## config.mk

```make
export PLATFORM = sky130hd
export DESIGN_NAME = cscw_socket
export DESIGN_NICKNAME = d
export VERILOG_FILES = /design/src/shared/cscw_pkg.sv /design/src/cscw_sync.sv /design/src/cscw_socket.sv
export VERILOG_INCLUDE_DIRS = /design/src /design/src/shared
export SDC_FILE = /design/constraint.sdc
export NUM_CORES = 1
export LEC_CHECK = 0
export ABC_AREA = 1
export BUFFER_PORTS_ARGS = -buffer_cell sky130_fd_sc_hd__buf_2
export CAP_MARGIN = 20
export CORE_ASPECT_RATIO = 0.8
export CORE_MARGIN = 4
export CORE_UTILIZATION = 36
export CTS_CLUSTER_SIZE = 40
export DETAILED_ROUTE_END_ITERATION = 7
export HOLD_SLACK_MARGIN = 0.12
export SKIP_LAST_GASP = 1
export SYNTH_ARGS = -nofsm -noshare
export SYNTH_HDL_FRONTEND = slang
export SYNTH_HIERARCHICAL = 1
export SYNTH_SLANG_ARGS = --single-unit
```

## constraint.sdc

```tcl
create_clock -name mclk -period 2.1 [get_ports mclk]
set_input_delay 0.105 -clock mclk [delete_from_list [all_inputs] [get_ports mclk]]
set_output_delay 0.105 -clock mclk [all_outputs]
set_load 0.02 [all_outputs]
```

## src/shared/cscw_map.svh

```systemverilog
// register indices, field positions and reset values of the socket block
// included by the design; definitions only
`ifndef CSCW_MAP_SVH
`define CSCW_MAP_SVH

// register indices inside one socket, and the two socket bases
`define CSCW_IDX_STATUS 8'h04
`define CSCW_IDX_CONFIG 8'h05
`define CSCW_IDX_WIN_EN 8'h06
`define CSCW_IDX_IO_CTRL 8'h07
`define CSCW_SOCK_A_BASE 8'h00
`define CSCW_SOCK_B_BASE 8'h40
// memory-mapped alias: socket memory base plus this, plus the index
`define CSCW_MEM_ALIAS 4'h8

// status-change configuration fields
`define CSCW_SEL_MSB 7
`define CSCW_SEL_LSB 4
`define CSCW_SRC_CD 3
`define CSCW_SRC_READY 2
`define CSCW_SRC_BATWARN 1
`define CSCW_SRC_BATDEAD 0
`define CSCW_SEL_NONE 4'h0
`define CSCW_SEL_IRQ1 4'h1
`define CSCW_SEL_SMI 4'h2

// window enable: bit 5 is reserved and never stored
`define CSCW_WIN_EN_MASK 8'hDF
`define CSCW_RESET_BYTE 8'h00
`define CSCW_RESET_FLAGS 4'h0

`endif

```

## src/shared/cscw_pkg.sv

```systemverilog
// types shared by the socket status-change and window enable block
// assumes it is compiled before the design and the bench
`default_nettype none

package cscw_pkg;

  // one register access from the host side, valid for a single cycle
  typedef struct packed {
    logic [11:0] addr;
    logic wr;
    logic rd;
    logic [7:0] wdata;
  } cscw_req_t;

  // card-side status pins, asynchronous to mclk
  typedef struct packed {
    logic card_detect_a;
    logic card_detect_b;
    logic ready;
    logic battery_warning;
    logic card_status_change_signal;
  } cscw_card_t;

  // destinations of the socket status-change request
  typedef struct packed {
    logic [15:0] isa_irq;
    logic smi;
    logic pci_irq;
  } cscw_route_t;

endpackage

`default_nettype wire

```

## src/cscw_sync.sv

```systemverilog
// three-stage synchroniser for asynchronous card pins
// assumes one clock mclk and an asynchronous active-high reset
`timescale 1ns/10ps
`default_nettype none

module cscw_sync #(
  parameter int W = 5
) (
  // clock and reset
  input wire logic mclk,
  input wire logic reset,
  // pins in, filtered levels out
  input wire logic [W-1:0] d,
  output logic [W-1:0] q
);

  typedef struct packed {
    logic [W-1:0] s1;
    logic [W-1:0] s2;
    logic [W-1:0] s3;
    logic [W-1:0] q;
  } cscw_sync_state_t;

  cscw_sync_state_t s;
  cscw_sync_state_t next_s;

  // a bit moves only once stages two and three agree, so a glitch that
  // lives one cycle never reaches the flag logic; stage one feeds s2 only
  always_comb begin
    next_s = s;
    next_s.s1 = d;
    next_s.s2 = s.s1;
    next_s.s3 = s.s2;
    for (int i = 0; i < W; i++) begin
      if (s.s2[i] == s.s3[i]) begin
        next_s.q[i] = s.s3[i];
      end
    end
  end

  always_ff @(posedge mclk or posedge reset) begin
    if (reset) begin
      s <= '0;
    end else begin
      s <= next_s;
    end
  end

  assign q = s.q;

endmodule

`default_nettype wire

```

## src/cscw_socket.sv

```systemverilog
// one socket: status-change flags, their routing, and window enables
// assumes host accesses arrive one cycle wide on mclk and card pins are
// asynchronous; window hits come from address decoders on mclk
`timescale 1ns/10ps
`default_nettype none
`include "cscw_map.svh"

// How it works
// select 0000 with diagnostic bit set sends requests to PCI interrupt.
// select 0000, diagnostic clear: no ISA line; PCI only if socket route.
// select 0001 is IRQ1, 0010 is SMI, other codes are that IRQ number.
// bit 3 lets any card-detect line change raise a status change.
// bit 2 lets a ready rising edge on a memory card raise a status change.
// bit 1 lets a battery warning rising edge on a memory card raise a status change.
// bit 0 lets battery dead or card status change signal raise one.
// a disabled window never acknowledges host memory or I/O cycles.
// window enable bit 7 enables I/O window 1; resets disabled.
// window enable bit 6 enables I/O window 0; resets disabled.
// window enable bits 4..0 enable memory windows 4..0; reset 0.
// window enable bit 5 reads 0 and ignores writes.
// window enable at index 06h or 46h, alias 806h, resets 00h.
// I/O window control at 07h or 47h, alias 807h, resets 00h.
// a masked flag reads 0; an enabled active source sets its flag.
// flags clear by read, or by writing 1, as clear mode selects.
// request stands while an enabled flag is set, on the chosen line.
module cscw_socket
  import cscw_pkg::*;
#(
  parameter logic [7:0] SOCKET_BASE = `CSCW_SOCK_A_BASE
) (
  // clock and reset
  input wire logic mclk,
  input wire logic reset,
  // register port
  input wire cscw_pkg::cscw_req_t req,
  output logic [7:0] rdata,
  output logic rvalid,
  // global control inputs
  input wire logic diag_pci_route,
  input wire logic socket_pci_route,
  input wire logic flag_clear_by_write,
  input wire logic card_is_io,
  // card pins
  input wire cscw_pkg::cscw_card_t card,
  // windows
  input wire logic [7:0] window_hit,
  output logic [7:0] window_ack,
  output logic [7:0] window_enable,
  output logic [7:0] io_window_ctrl,
  // interrupt destinations
  output cscw_pkg::cscw_route_t route
);
  import cscw_pkg::*;

  typedef struct packed {
    logic [7:0] cfg;
    logic [7:0] win;
    logic [7:0] ioc;
    logic [3:0] flags;
    logic [4:0] prev;
    logic [7:0] rdata;
    logic rvalid;
    logic [7:0] ack;
    cscw_route_t route;
  } cscw_state_t;

  cscw_state_t s;
  cscw_state_t next_s;
  logic [4:0] card_s;
  logic [3:0] ev;
  logic [3:0] clr;
  logic [7:0] idx;
  logic mapped;
  logic irq_any;
  logic [3:0] sel;

  cscw_sync #(.W(5)) u_sync (
    .mclk(mclk),
    .reset(reset),
    .d(card),
    .q(card_s)
  );

  // index decode: socket range, or the 8xxh memory alias with its low byte as index whatever the socket base
  always_comb begin
    idx = 8'h00;
    mapped = 1'b0;
    if (req.addr[11:8] == `CSCW_MEM_ALIAS) begin
      idx = req.addr[7:0];
      mapped = 1'b1;
    end else if (req.addr[11:8] == 4'h0 &&
                 req.addr[7:6] == SOCKET_BASE[7:6]) begin
      idx = {2'b00, req.addr[5:0]};
      mapped = 1'b1;
    end
  end

  // source events; ready and battery warning are memory-card only
  always_comb begin
    ev = 4'h0;
    ev[`CSCW_SRC_CD] = (card_s[4] != s.prev[4]) | (card_s[3] != s.prev[3]);
    ev[`CSCW_SRC_READY] = ~card_is_io & card_s[2] & ~s.prev[2];
    ev[`CSCW_SRC_BATWARN] = ~card_is_io & card_s[1] & ~s.prev[1];
    ev[`CSCW_SRC_BATDEAD] = card_s[0] & ~s.prev[0];
  end

  assign sel = s.cfg[`CSCW_SEL_MSB:`CSCW_SEL_LSB];
  assign irq_any = |(s.flags & s.cfg[3:0]);

  // next state: registers, flags, read data, routing and acks
  always_comb begin
    next_s = s;
    next_s.prev = card_s;
    next_s.rvalid = req.rd;
    next_s.rdata = 8'h00; // unmapped reads return zero
    clr = 4'h0;
    if (mapped && req.wr) begin
      case (idx)
        `CSCW_IDX_CONFIG: next_s.cfg = req.wdata;
        `CSCW_IDX_WIN_EN: next_s.win = req.wdata & `CSCW_WIN_EN_MASK;
        `CSCW_IDX_IO_CTRL: next_s.ioc = req.wdata;
        `CSCW_IDX_STATUS: begin
          if (flag_clear_by_write) begin
            clr = req.wdata[3:0];
          end
        end
        default: next_s.cfg = s.cfg;
      endcase
    end
    if (mapped && req.rd) begin
      case (idx)
        `CSCW_IDX_STATUS: begin
          next_s.rdata = {4'h0, s.flags & s.cfg[3:0]};
          if (!flag_clear_by_write) begin
            clr = 4'hF;
          end
        end
        `CSCW_IDX_CONFIG: next_s.rdata = s.cfg;
        `CSCW_IDX_WIN_EN: next_s.rdata = s.win;
        `CSCW_IDX_IO_CTRL: next_s.rdata = s.ioc;
        default: next_s.rdata = 8'h00;
      endcase
    end
    // set after clear so a same-cycle event survives; mask by new enables
    next_s.flags = ((s.flags & ~clr) | (ev & s.cfg[3:0]))
                   & next_s.cfg[3:0];
    // a window only answers when its enable bit is set
    next_s.ack = window_hit & s.win;
    next_s.route = '0;
    if (sel == `CSCW_SEL_NONE) begin
      next_s.route.pci_irq = irq_any & (diag_pci_route | socket_pci_route);
    end else if (sel == `CSCW_SEL_SMI) begin
      next_s.route.smi = irq_any;
    end else begin
      next_s.route.isa_irq[sel] = irq_any;
    end
  end

  always_ff @(posedge mclk or posedge reset) begin
    if (reset) begin
      s.cfg <= `CSCW_RESET_BYTE;
      s.win <= `CSCW_RESET_BYTE;
      s.ioc <= `CSCW_RESET_BYTE;
      s.flags <= `CSCW_RESET_FLAGS;
      s.prev <= '0;
      s.rdata <= 8'h00;
      s.rvalid <= 1'b0;
      s.ack <= 8'h00;
      s.route <= '0;
    end else begin
      s <= next_s;
    end
  end

  assign rdata = s.rdata;
  assign rvalid = s.rvalid;
  assign window_ack = s.ack;
  assign window_enable = s.win;
  assign io_window_ctrl = s.ioc;
  assign route = s.route;

  // checks
  logic wr_win;
  logic wr_cfg;
  logic rd_stat;
  assign wr_win = mapped && req.wr && idx == `CSCW_IDX_WIN_EN;
  assign wr_cfg = mapped && req.wr && idx == `CSCW_IDX_CONFIG;
  assign rd_stat = mapped && req.rd && idx == `CSCW_IDX_STATUS;

  property p_reserved;
    @(posedge mclk) disable iff (reset) wr_win |=> !window_enable[5];
  endproperty
  a_reserved: assert property (p_reserved) else $error("bit 5 stored");

  property p_win_write;
    @(posedge mclk) disable iff (reset)
      wr_win |=> window_enable == ($past(req.wdata) & 8'hDF);
  endproperty
  a_win_write: assert property (p_win_write) else $error("win en");

  property p_no_ack;
    @(posedge mclk) disable iff (reset)
      (window_hit & ~window_enable) != 8'h00 |=>
        (window_ack & $past(window_hit & ~window_enable)) == 8'h00;
  endproperty
  a_no_ack: assert property (p_no_ack) else $error("ack when off");

  property p_masked;
    @(posedge mclk) disable iff (reset) (s.flags & ~s.cfg[3:0]) == 4'h0;
  endproperty
  a_masked: assert property (p_masked) else $error("masked flag set");

  property p_set;
    @(posedge mclk) disable iff (reset)
      (|(ev & s.cfg[3:0])) && !wr_cfg |=> (s.flags & $past(ev)) != 4'h0;
  endproperty
  a_set: assert property (p_set) else $error("event lost");

  property p_read_clear;
    @(posedge mclk) disable iff (reset)
      rd_stat && !flag_clear_by_write && ev == 4'h0 |=> s.flags == 4'h0;
  endproperty
  a_read_clear: assert property (p_read_clear) else $error("no clear");

  property p_pci;
    @(posedge mclk) disable iff (reset)
      irq_any && sel == 4'h0 && (diag_pci_route || socket_pci_route)
        |=> route.pci_irq && route.isa_irq == 16'h0000;
  endproperty
  a_pci: assert property (p_pci) else $error("pci route");

  property p_none;
    @(posedge mclk) disable iff (reset)
      sel == 4'h0 && !diag_pci_route && !socket_pci_route
        |=> route == '0;
  endproperty
  a_none: assert property (p_none) else $error("stray route");

  property p_smi;
    @(posedge mclk) disable iff (reset)
      irq_any && sel == 4'h2 |=> route.smi ##0 !route.isa_irq[2];
  endproperty
  a_smi: assert property (p_smi) else $error("smi route");

  property p_drop;
    @(posedge mclk) disable iff (reset) !irq_any |=> route == '0;
  endproperty
  a_drop: assert property (p_drop) else $error("request stuck");

  c_cd: cover property (@(posedge mclk) s.flags[3]);
  c_smi: cover property (@(posedge mclk) route.smi);
  c_ack: cover property (@(posedge mclk) window_ack != 8'h00);

endmodule

`default_nettype wire

```

Word level (Yosys, flattened, before mapping)
Index checks and enable logic that the tools add are counted.
Operators by class
  equal/unequal tests: 13
  multiplexer cells: 22
  magnitude comparators: 2
  bitwise gates (word level): 20
  reduce and logical (&&, ||, !) cells: 11
Operators by type and width (count)
  $eq 8x3->1 const B: 4
  $mux 8: 4
  $pmux 8 s4: 1
  $mux 4: 7
  $mux 20: 1
  $mux 17: 1
  $and 16x16->16: 1
  $and 4x4->4: 4
  $mux 16: 1
  $and 8x8->8: 1
  $logic_not 4->1: 2
  $and 1x1->1: 6
  $mux 6: 1
  $reduce_and 2->1: 3
  $eq 1x1->1: 5
  $lt 4x5->1 const B: 1
  $mux 1: 5
  $demux 1 s4: 1
  $eq 4x2->1 const B: 1
  $eq 4x4->1 const B: 1
  $ge 4x1->1 const B: 1
  $logic_and 1x1->1: 4
  $not 1->1: 4
  $not 4->4: 1
  5 further kinds: 7
Word-level totals
  input port bits: 41
  output and inout port bits: 51
  logic and storage cells: 88
  flip-flop bits (word level): 87

Depth between registers and ports, before layout
Gate-level depths: netlist of run 1.
  depth after elaboration: 14
  depth in mapped cells: 13
  mapped depth without buffers: 13

By module
Netlist of run 1, hierarchy kept.
By module, submodules not included
  cscw_socket: cells each 366, area an instance 3179.3 um^2, times used 1, seq. area each 1651.6 um^2
  cscw_sync: cells each 46, area an instance 623.1 um^2, times used 1, seq. area each 500.5 um^2

Worst setup path before layout of run 1
OpenSTA, ideal clock, no wires.
  path kind: input port to flip-flop
  start point: in req[18] (netlist bit)
  end point: reg s (netlist bit io_window_ctrl[0])
  required time: 1.982 ns
  library setup time: 0.118 ns
  buffers on the path: 1
  path slack: 0.837 ns
  cell stages on the path: 13
  arrival: 1.145 ns
  cells stage by stage: inv_1 -> nand2_1 -> nor2_2 -> nand2_2 -> inv_2 -> nand2_4 -> nor2_8 -> inv_4 -> nor2_8 -> nand2_4 -> buf_6 -> nand2_2 -> o21ai_2
On the way
  word-level cells in the longest chain between the ends: 6
  elaborated cells on any way between the ends: 10
  those cells by class: 2 x eq/ne; 4 x mux; 4 x reduce/logical
RTL lines
  from (decl): line cscw_socket.sv:35  | input wire cscw_pkg::cscw_req_t req,
  $logic_not 4->1: line cscw_socket.sv:91  | end else if (req.addr[11:8] == 4'h0 &&
  $logic_and 1x1->1: line cscw_socket.sv:91
  $mux 6 / $mux 1 (equally long branches): line cscw_socket.sv:91
  $mux 8 / $mux 1 (equally long branches): line cscw_socket.sv:88  | if (req.addr[11:8] == `CSCW_MEM_ALIAS) begin
  $eq 8x3->1 / $logic_and 1x1->1 (equally long branches)
  $reduce_and 2->1 (no source line) (*)
  to (signal assigned): line cscw_socket.sv:171  | s <= next_s;
  to (decl): line cscw_socket.sv:67  | cscw_state_t s;
Mark *: on every way between the ends. The rest lies on a longest branch, timed or not.
A chain may end at the register's enable or synchronous reset.

Worst setup path in the final report of run 1
  start point: in req[11] (netlist bit)
  end point: reg s (netlist bit window_enable[6])
On the way
  word-level cells in the longest chain between the ends: 4
RTL lines
  $mux 6: line cscw_socket.sv:91
  $mux 8 (*): line cscw_socket.sv:88
  $eq 8x3->1 (*): line cscw_socket.sv:118  | case (idx)
  $reduce_and 2->1 (no source line) (*)
Marked as above.

==> impl_metrics.json, run 1 <==
{
  "drc": 0,
  "htreeDepth": 3,
  "ys_warn_count": 6,
  "syn_avg_cell_area_sq_um": 9.229,
  "yosysTopAreaCell": "dfrtp_1",
  "p_per_area_mw_per_mm2": 791.5,
  "cts.sinks": 86,
  "numCtsBuffers": 9,
  "yosysUniqueCellTypes": 25,
  "end_kind": "register",
  "wl_per_cell_um": 11.99,
  "routabilityCongestion": 0.8351,
  "finClkSkew_ns": 0.01128,
  "crit_chain": "dlygate4sd3_1, buf_2, inv_2, nor3_1, nand2_1, inv_2, nand2_1, nand2_1, o21ai_1",
  "crit_slowest_cell": "dlygate4sd3_1",
  "peakVddDrop_uv": 476.1,
  "drtIter0Drc": 100,
  "layout_common_cells": "nand2_1 (99), buf_2 (88), dfrtp_1 (86)",
  "rows": 33,
  "arrival_ns": 1.83,
  "critical-path-max-stage-delay_ns": 0.52,
  "slew_headroom_pct": 51.36,
  "placedCellCount": 588,
  "layout-drive-gt1-share_pct": 28.16,
  "grt_overflow": 0,
  "worstSetupStartpointType": "input port",
  "root_buffer": "clkbuf_16",
  "yosysSeqAreaShare_pct": 56.60,
  "worst_pin_slew_ns": 0.7288,
  "synth_area_leaders": "dfrtp_1 (57%), buf_4 (11%), nand2_1 (9.8%)",
  "min_path_type": "input port to register",
  "grt_pass1_vias": 2626,
  "yosys.area_share.simple_pct": 20.07,
  "die_height_um": 99.92,
  "synthCells": 412,
  "finish.instance_area_sq_mm": 0.004618,
  "cp_common_cell": "nand2_1",
  "grt_first_pass_wirelength_mm": 12.50,
  "path_max_fanout": 14,
  "die_x_um": 122.9,
  "antenna_cells": 0,
  "stdcell_count": 630,
  "max_freq_mhz": 616.9,
  "final_common_cell": "nand2_1",
  "yosysTopAreaCellShare_pct": 56.60,
  "finalSetupTns_ns": 0,
  "start_util_pct": 36.98,
  "post-route-period-util_pct": 77.20,
  "syn_area_sq_mm": 0.003802,
  "ys_seq_elements": 86,
  "grt_usage_pct": 13.22,
  "viasPerCell": 4.138,
  "syn2layout_area_growth_pct": 21.45,
  "outcome": "finished clean",
  "final_nets": 526,
  "leakage_nw": 2.608,
  "rsz0062_at_grt": "false",
  "firstDrtPassIters": 4,
  "ioPinCount": 92,
  "drt_wl_total_mm": 7.553,
  "dp_hpwl_mm": 5.601,
  "place_area_sq_mm": 0.004028,
  "final-setup-viol-count": 0,
  "antenna_found_initial": 0,
  "grt_max_degree": 29,
  "setup_ws_ns": 0.4789,
  "path_class": "input port to register",
  "vias": 2607,
  "dp_slack_ns": 0.5506,
  "finalPower_mw": 3.655,
  "cap_violations": 0,
  "cts.reportedPaths.clkPinSlew_ns": 0.06,
  "synthMuxAreaShare_pct": 0,
  "coreArea_sq_mm": 0.01028,
  "detail-route-antenna-nets": 0,
  "die_area_sq_mm": 0.01228,
  "synth_compound_area_share_pct": 5.890,
  "period_needed_ns": 1.621,
  "synth_xor_area_share_pct": 0.4607,
  "clk_latency_ns": 0.34,
  "max-clock-path-buffers": 2,
  "finalMaxSlewViolations": 0,
  "synth_top_family_by_area": "simple AND/OR/NAND/NOR gates",
  "synthAdderAreaFrac_pct": 0,
  "worstPathRequired_ns": 2.30,
  "fillers": 1003,
  "hold_viol": 0,
  "portBuffers": 88,
  "cts_tree": "done"
}
worst paths after layout:
check	start	endpoint	cells after the start	slack [ns]
worst max-delay path	req[11]	window_enable[6]$_DFFE_PP0P_	9	0.48
worst min-delay path	flag_clear_by_write	s[41]$_DFF_PP0_	7	0.31
worst max register to register	s[62]$_DFF_PP0_	route[5]$_DFF_PP0_	4	0.93
worst min register to register	u_sync/next_s[10]$_DFF_PP0_	u_sync/next_s[5]$_DFF_PP0_	0	0.35
max in group asynchronous	reset	route[8]$_DFF_PP0_	4	1.10
min in group asynchronous	reset	io_window_ctrl[3]$_DFFE_PP0P_	3	0.37
synth_stat cells:
master and instances:
a21oi_2 4, nand2_1 99, dfrtp_1 86, o21ai_1 14, nand2_2 5, nand4_1 2
buf_2 1, inv_1 50, clkinv_1 1, nor2_4 1, o21ai_0 2, o21ai_2 9
nor2_8 2, nand2_4 2, nor2_2 3, nor2_1 40, inv_2 4, nand3_1 19
a21oi_1 6, conb_1 1, buf_6 1, buf_4 55, nor3_1 2, inv_4 1
xor2_1 2
registers in the layout (all words and copies together) (netlist names):
signal and flops:
rdata 8, route 18, window_enable 7, io_window_ctrl 8, u_sync/next_s 10, window_ack 7
u_sync/s 5, s 17, u_sync/q 5, rvalid 1
area by class of cell:
type | count | area [sq um] | share of cell area (%)
Inverter | 56 | 212.7 | 4.606
Clock inverter | 6 | 91.34 | 1.978
Multi-Input combinational cell | 216 | 1020 | 22.08
Sequential cell | 86 | 2152 | 46.60
Clock buffer | 10 | 239.0 | 5.175
Timing Repair Buffer | 116 | 728.2 | 15.77
Tap cell | 140 | 175.2 | 3.793
per-stage QoR:
stage	utilization [%]	hold slack, ns
detailed placement	39.17	0.1952
global placement	39.17	0.1928
finish	44.92	0.3097
CTS	44.92	0.2993
global route	44.92	0.3438
floorplan	-	0.06883
worst max-delay path: cells and delay by family:
kind / cells / cell delay (ns)
compound gates: 1 / 0.07
simple gates: 4 / 0.74
buf+inv: 4 / 0.91
power breakdown:
part,switching (mW),internal [mW]
Combinational,0.113,0.0927
Sequential,0.0242,1.70
Clock,0.640,1.08
repair_timing:
item | CTS | global route
endpoints found under the setup margin | 0 | 0
setup buffers | 0 | 0
gates resized for setup | 0 | 0
hold endpoints to repair | 76 | 0
hold buffers | 26 | 0
cells by family (layout without fill, tap and decap cells):
kind of cell / after synthesis / after routing
XOR/XNOR: 2 / 2
other: 1 / 4
AND/OR/NAND/NOR: 175 / 175
flip-flops: 86 / 86
buffers and inverters: 113 / 188
AO/OA/AOI/OAI: 35 / 35
layer usage:
metal / track usage [%] / vias up / wire length [um]
met3: 4.169 / 4 / 472
li1: - / 1349 / -
met5: 0 / - / 0
met2: 21.55 / 65 / 3583
met4: 4.647 / 0 / 53
met1: 16.64 / 1189 / 3443
(Power assumes the default switching activity.)
==> run 2: changes to the inputs <==
- ABC_AREA: 1 -> 0
- clock period: 2.1 -> 1.3 ns (I/O delays scaled with it)
==> run 2 against run 1 <==
Worst hold slack got worse by 0.10 ns. Synthesized cell count decreased by 30%. Area after synthesis decreased by 3.2%. Critical path depth decreased by 4. First-iteration DRC count increased by 27%. Combinational power increased by 78%. Design area decreased by 0.30%. Utilization increased by 2.0 points. Critical path type unchanged.
==> impl_metrics.json, run 2 <==
{
  "outcome": "finished clean",
  "antenna_found_initial": 0,
  "syn_area_sq_mm": 0.003680,
  "antenna_cells": 0,
  "rsz0062_at_grt": "false",
  "synthAdderAreaFrac_pct": 1.530,
  "final_common_cell": "buf_2",
  "post-route-period-util_pct": 91.99,
  "cp_common_cell": "dlygate4sd3_1",
  "root_buffer": "clkbuf_16",
  "path_max_fanout": 1,
  "hold_ws_ns": 0.2083,
  "critPathTopFamily": "buffers and inverters",
  "min_path_type": "input port to register",
  "synth_top_family_by_area": "buffers and inverters",
  "ys_seq_elements": 86,
  "period_needed_ns": 1.196,
  "hold_viol": 0,
  "path_buf_inv": 3,
  "routabilityCongestion": 0.7187,
  "synth_compound_area_share_pct": 4.726,
  "r2r_end": "route[0]$_DFF_PP0_",
  "yosysUniqueCellTypes": 40,
  "synth_commonest_cells": "dfrtp_1 (86), buf_4 (55), mux2_2 (19)",
  "die_x_um": 121.0,
  "end_kind": "register",
  "finalMaxSlewViolations": 0,
  "cts.reportedPaths.clkPinSlew_ns": 0.06,
  "worstPathRequired_ns": 1.51,
  "leakage_nw": 2.320,
  "seq_area_sq_mm": 0.002152,
  "r2r-start": "s[62]$_DFF_PP0_",
  "synth_area_leaders": "dfrtp_1 (58%), buf_4 (11%), mux2_2 (5.8%)",
  "yosys.area_share.simple_pct": 12.41,
  "p_per_area_mw_per_mm2": 1306,
  "drt_wl_total_mm": 7.015,
  "drc": 0,
  "rows": 32,
  "critical-path-max-stage-delay_ns": 0.57,
  "path_class": "input port to register",
  "yosysTopAreaCellShare_pct": 58.48,
  "dp_hpwl_mm": 5.136,
  "grt_first_pass_wirelength_mm": 11.82,
  "grt_usage_pct": 12.64,
  "hold_end": "rdata[7]$_DFF_PP0_",
  "finalPower_mw": 6.014,
  "htreeDepth": 3,
  "rrSetupSlack_ns": 0.11,
  "finClkSkew_ns": 0.005241,
  "coreArea_sq_mm": 0.009809,
  "crit_slowest_cell": "dlygate4sd3_1",
  "final_nets": 412,
  "fillers": 904,
  "ys.flop_type": "dfrtp_1",
  "layout_common_cells": "buf_2 (87), dfrtp_1 (86), dlygate4sd3_1 (24)",
  "max_freq_mhz": 836.2,
  "portBuffers": 87,
  "final-setup-viol-count": 0,
  "grt_max_degree": 67,
  "post_cts_buffers": 0,
  "largest_register": "route",
  "cts.sinks": 86,
  "synthMuxAreaShare_pct": 8.943,
  "start_util_pct": 37.51,
  "viasPerCell": 4.335,
  "synth_edf_count": 0,
  "worstSetupStartpointType": "input port",
  "numCtsBuffers": 9,
  "grt_overflow": 0,
  "synthCells": 287,
  "yosysMostFrequentCell": "dfrtp_1",
  "drtIter0Drc": 127,
  "async_flop_share_pct": 100.0,
  "cts_tree": "done",
  "finalSetupTns_ns": 0,
  "yosysSeqAreaShare_pct": 58.48,
  "firstDrtPassIters": 4,
  "crit_chain": "dlygate4sd3_1, buf_2, nor2_1, dlygate4sd3_1, nor4_2",
  "synth_xor_area_share_pct": 0.4760,
  "layout-drive-gt1-share_pct": 44.53,
  "hold_start": "req[10]",
  "multiInputGateArea_sq_mm": 0.001060,
  "hold-path-cell-count": 4,
  "grt_pass1_vias": 2316,
  "die_height_um": 98.43,
  "clk_latency_ns": 0.33,
  "die_area_sq_mm": 0.01191,
  "cap_violations": 0,
  "syn2layout_area_growth_pct": 25.13,
  "vias": 2215,
  "ioPinCount": 92,
  "arrival_ns": 1.41,
  "detail-route-antenna-nets": 0,
  "peakVddDrop_uv": 947.3,
  "largest_register_ffs": 18,
  "wl_per_cell_um": 13.73,
  "max-clock-path-buffers": 2,
  "syn_avg_cell_area_sq_um": 12.82,
  "ys_warn_count": 6,
  "reg2regPathDepth": 4,
  "yosysTopAreaCell": "dfrtp_1"
}
-- run 2: cell types whose count changed after synthesis, moves of 7 or more --
| cell | change |
|---|---|
| nand2_1 | -94 |
| inv_1 | -46 |
| nor2_1 | -23 |
| mux2_2 | +19 |
| nand3_1 | -15 |
| o21ai_1 | -14 |
| nor2b_1 | +11 |
| o21ai_2 | -9 |
| and2_1 | +7 |
| mux2_4 | +7 |
-- run 2: how the worst max path moves through the flow --
stage	endpoint	startpoint	cells after the start	slack [ns]
after floorplan	s[60]$_DFF_PP0_	req[13]	5	0.009
after global placement	window_enable[6]$_DFFE_PP0P_	req[18]	6	-0.15
after detailed placement	window_enable[7]$_DFFE_PP0P_	req[18]	6	-0.18
after CTS	route[0]$_DFF_PP0_	s[43]$_DFF_PP0_	4	0.06
after global routing	route[0]$_DFF_PP0_	s[62]$_DFF_PP0_	4	0.007
final	route[0]$_DFF_PP0_	diag_pci_route	5	0.10
-- run 2: cell type report --
cell class                 count  area share [%]
clock buffer                  11           5.272
clock inverter                 4           2.065
inverter                       4          0.4076
multi-input combinational    137           23.02
sequential                    86           46.74
tap                          136           3.696
timing repair buffer         133           18.80
-- run 2: routing by layer --
layer	share of wire (%)	GRT usage [%]	vias up	wire, um
li1	-	-	1091	-
met1	48	17.74	1057	3347
met2	45	18.66	58	3138
met3	6.3	4.303	9	444
met4	1.2	3.659	0	84
met5	0	0	-	0
-- run 2: worst reg2reg max path, delay by kind of cell (launching register included) --
kind	cells	cell delay, ns
flip-flops	1	0.35
AND/OR/NAND/NOR	2	0.43
AO/OA/AOI/OAI	2	0.31
-- run 2: cells by family after synthesis --
group | after synthesis
multiplexers | 27
other | 1
AND/OR/NAND/NOR | 73
flip-flops | 86
adder cells (fa/ha/maj) | 5
XOR/XNOR | 2
buffers and inverters | 67
AO/OA/AOI/OAI | 26
-- run 2: metrics by stage --
step | instances | util (%) | setup slack, ns | instance area, sq um
after floorplan | 290 | - | 0.009463 | 3695
after global placement | 472 | 40.93 | -0.1474 | 4015
after detailed placement | 472 | 40.93 | -0.1841 | 4015
after CTS | 511 | 46.82 | 0.05889 | 4593
after global routing | 511 | 46.94 | 0.007358 | 4604
final | 511 | 46.94 | 0.1041 | 4604
-- run 2: timing repair --
item,4_1_cts,5_1_grt
endpoints found under the setup margin,0,10
gates resized for setup,0,2
hold buffers,24,0
hold endpoints to repair,127,0
-- run 2: report_power, final --
part	internal [mW]	switching [mW]	total (mW)	leakage (nW)
Sequential	2.74	0.0349	2.78	1.14
Clock	1.91	0.954	2.87	0.166
Combinational	0.182	0.184	0.366	1.02
Total	4.84	1.17	6.01	2.32
==> run 3: changes to the inputs <==
- CTS_CLUSTER_SIZE: 40 -> 10
- SYNTH_HIERARCHICAL: 1 -> not set
==> run 3 against run 2 <==
Register-to-register slack got worse by 0.07 ns. Maximum frequency down 4.9%. First-iteration DRC count fell by 10%. Synthesized cell count shrank 5.2%. Flip-flop and latch count is the same. Worst hold slack improved by 0.0027 ns. Wire length up 1.5%. Die area fell by 3.8%. Total power is 7.1% lower. Clock skew grew 0.0011 ns. Critical path depth decreased by 1. Critical path type is now register to register. Largest cell class unchanged.
==> impl_metrics.json, run 3 <==
{
  "outcome": "finished clean",
  "worstPathRequired_ns": 1.51,
  "synthCells": 272,
  "crit_slowest_cell": "dfrtp_1",
  "critical-path-max-stage-delay_ns": 0.42,
  "min_path_type": "input port to register",
  "seq_power_share_pct": 49.6,
  "ioPinCount": 92,
  "yosys.area_share.simple_pct": 10.84,
  "clk_latency_ns": 0.33,
  "detail-route-antenna-nets": 0,
  "power_frac_comb_pct": 6.1,
  "leakage_nw": 2.293,
  "async_flop_share_pct": 100.0,
  "hold_viol": 0,
  "ys_warn_count": 0,
  "cap_violations": 0,
  "placedCellCount": 450,
  "cts.reportedPaths.clkPinSlew_ns": 0.06,
  "wl_met1_mm": 3.369,
  "yosysTopAreaCellShare_pct": 60.95,
  "final_common_cell": "buf_2",
  "final_nets": 408,
  "die_height_um": 96.58,
  "dp_slack_ns": -0.1649,
  "grt_usage_pct": 13.32,
  "syn2layout_area_growth_pct": 27.32,
  "yosysMostFrequentCell": "dfrtp_1",
  "synthAdderAreaFrac_pct": 1.417,
  "synth_xor_area_share_pct": 0.4961,
  "cts_tree": "done",
  "antenna_cells": 0,
  "setup_ws_ns": 0.04286,
  "grt_first_pass_wirelength_mm": 11.72,
  "syn_avg_cell_area_sq_um": 12.98,
  "synth_commonest_cells": "dfrtp_1 (86), buf_4 (50), mux2_2 (23)",
  "synthMuxAreaShare_pct": 8.894,
  "drtIter0Drc": 114,
  "dr_wl_met3_um": 421,
  "stdcell_count": 490,
  "top_layer_used": "met4",
  "die_area_sq_mm": 0.01147,
  "post-route-period-util_pct": 96.70,
  "grt_overflow": 0,
  "path_buf_inv": 0,
  "finalPower_mw": 5.589,
  "switchingPower_mw": 1.192,
  "die_x_um": 118.7,
  "start_util_pct": 36.74,
  "ys.flop_type": "dfrtp_1",
  "swShare_pct": 21.32,
  "routabilityCongestion": 0.8154,
  "fillers": 883,
  "cts.sinks": 86,
  "synth_compound_area_share_pct": 5.457,
  "crit_chain": "a22oi_1, nand2_1, nand3_1, nor2_1",
  "coreArea_sq_mm": 0.009609,
  "wl_per_cell_um": 14.53,
  "path_max_fanout": 4,
  "finish.instance_area_sq_mm": 0.004496,
  "power_frac_clock_pct": 44.3,
  "yosysUniqueCellTypes": 41,
  "grt_pass1_vias": 2287,
  "final-setup-viol-count": 0,
  "grt_max_degree": 87,
  "final_util_pct": 46.78,
  "end_kind": "register",
  "critPathTopFamily": "flip-flops",
  "layout_common_cells": "buf_2 (87), dfrtp_1 (86), dlygate4sd3_1 (25)",
  "arrival_ns": 1.47,
  "period_needed_ns": 1.257,
  "largest_register": "route",
  "route.met2.wl_mm": 3.207,
  "drc": 0,
  "antenna_found_initial": 0,
  "hold_start": "req[10]",
  "p_per_area_mw_per_mm2": 1243,
  "power.internal_mw": 4.397,
  "viasPerCell": 4.510,
  "max_freq_mhz": 795.5,
  "synth_area_leaders": "dfrtp_1 (61%), buf_4 (11%), mux2_2 (7.3%)",
  "rsz0062_at_grt": "true",
  "place_area_sq_mm": 0.003949,
  "drt_wl_total_mm": 7.120,
  "post_cts_buffers": 0,
  "r2r-start": "s[40]$_DFF_PP0_",
  "yosysTopAreaCell": "dfrtp_1",
  "rows": 32,
  "finClkSkew_ns": 0.006316,
  "yosysSeqAreaShare_pct": 60.95,
  "rrSetupSlack_ns": 0.04,
  "syn_area_sq_mm": 0.003531,
  "vias": 2210,
  "path_class": "register to register",
  "hold_ws_ns": 0.2111,
  "layout-drive-gt1-share_pct": 43.40,
  "finalMaxSlewViolations": 0,
  "synth_edf_count": 0,
  "cp-startpoint": "s[40]$_DFF_PP0_",
  "numCtsBuffers": 9,
  "ys_seq_elements": 86,
  "max-clock-path-buffers": 2,
  "peakVddDrop_uv": 685.6,
  "worstSetupStartpointType": "register",
  "root_buffer": "clkbuf_16",
  "largest_register_ffs": 18,
  "htreeDepth": 3,
  "portBuffers": 87,
  "synth_top_family_by_area": "buffers and inverters",
  "finalSetupTns_ns": 0,
  "firstDrtPassIters": 4,
  "dp_hpwl_mm": 5.244
}
[run 3: cell count changes after synthesis, moves of 5 or more]
cell     previous run  this run
maj3_2              5         0
a21oi_1             8         2
buf_4              55        50
nor2b_1            11         6
maj3_1              0         5
[run 3: worst paths after layout]
check | to | cells after the start
min | rdata[3]$_DFF_PP0_ | 4
min in group asynchronous | route[4]$_DFF_PP0_ | 4
min reg2reg | u_sync.next_s[9]$_DFF_PP0_ | 0
max in group asynchronous | window_enable[0]$_DFFE_PP0P_ | 4
max | route[13]$_DFF_PP0_ | 4
max reg2reg | route[13]$_DFF_PP0_ | 4
[run 3: repair_timing]
action,CTS,global route
hold endpoints to repair,126,0
setup endpoints to repair,0,5
resized for setup,0,2
hold buffers,25,0
[run 3: metal layers]
metal	global-route usage [%]	vias to the layer above
met1	17.88	1052
met4	4.918	0
met2	19.95	71
li1	-	1075
met5	0	-
met3	4.831	12
[run 3: cell type report]
class	count	area [sq um]	share of cell area, %
clock inverter	5	61.31	1.364
sequential	86	2152	47.87
multi-input combinational	130	978.4	21.76
tap	119	148.9	3.312
inverter	3	15.01	0.3340
clock buffer	10	229.0	5.093
timing repair buffer	137	910.9	20.26
[run 3: logic make-up (layout without fill, tap and decap cells)]
group | Yosys count | count (layout)
xor+xnor | 2 | 2
compound gates | 27 | 27
flops | 86 | 86
mux | 27 | 27
simple gates | 65 | 65
buf+inv | 59 | 155
fa+ha+maj | 5 | 5
other cells | 1 | 4
[run 3: power by group through the flow]
stage	clock network (mW)	registers, mW	logic, mW
after floorplan	0	2.82	0.151
after global placement	0	2.82	0.283
after detailed placement	0	2.83	0.287
after CTS	2.58	2.78	0.345
after global routing	2.70	2.78	0.380
final	2.48	2.77	0.339
[run 3: worst reg2reg max path, delay by kind of cell (launching register included)]
family	cells	cell delay (ns)
compound gates	1	0.33
flops	1	0.42
simple gates	3	0.41
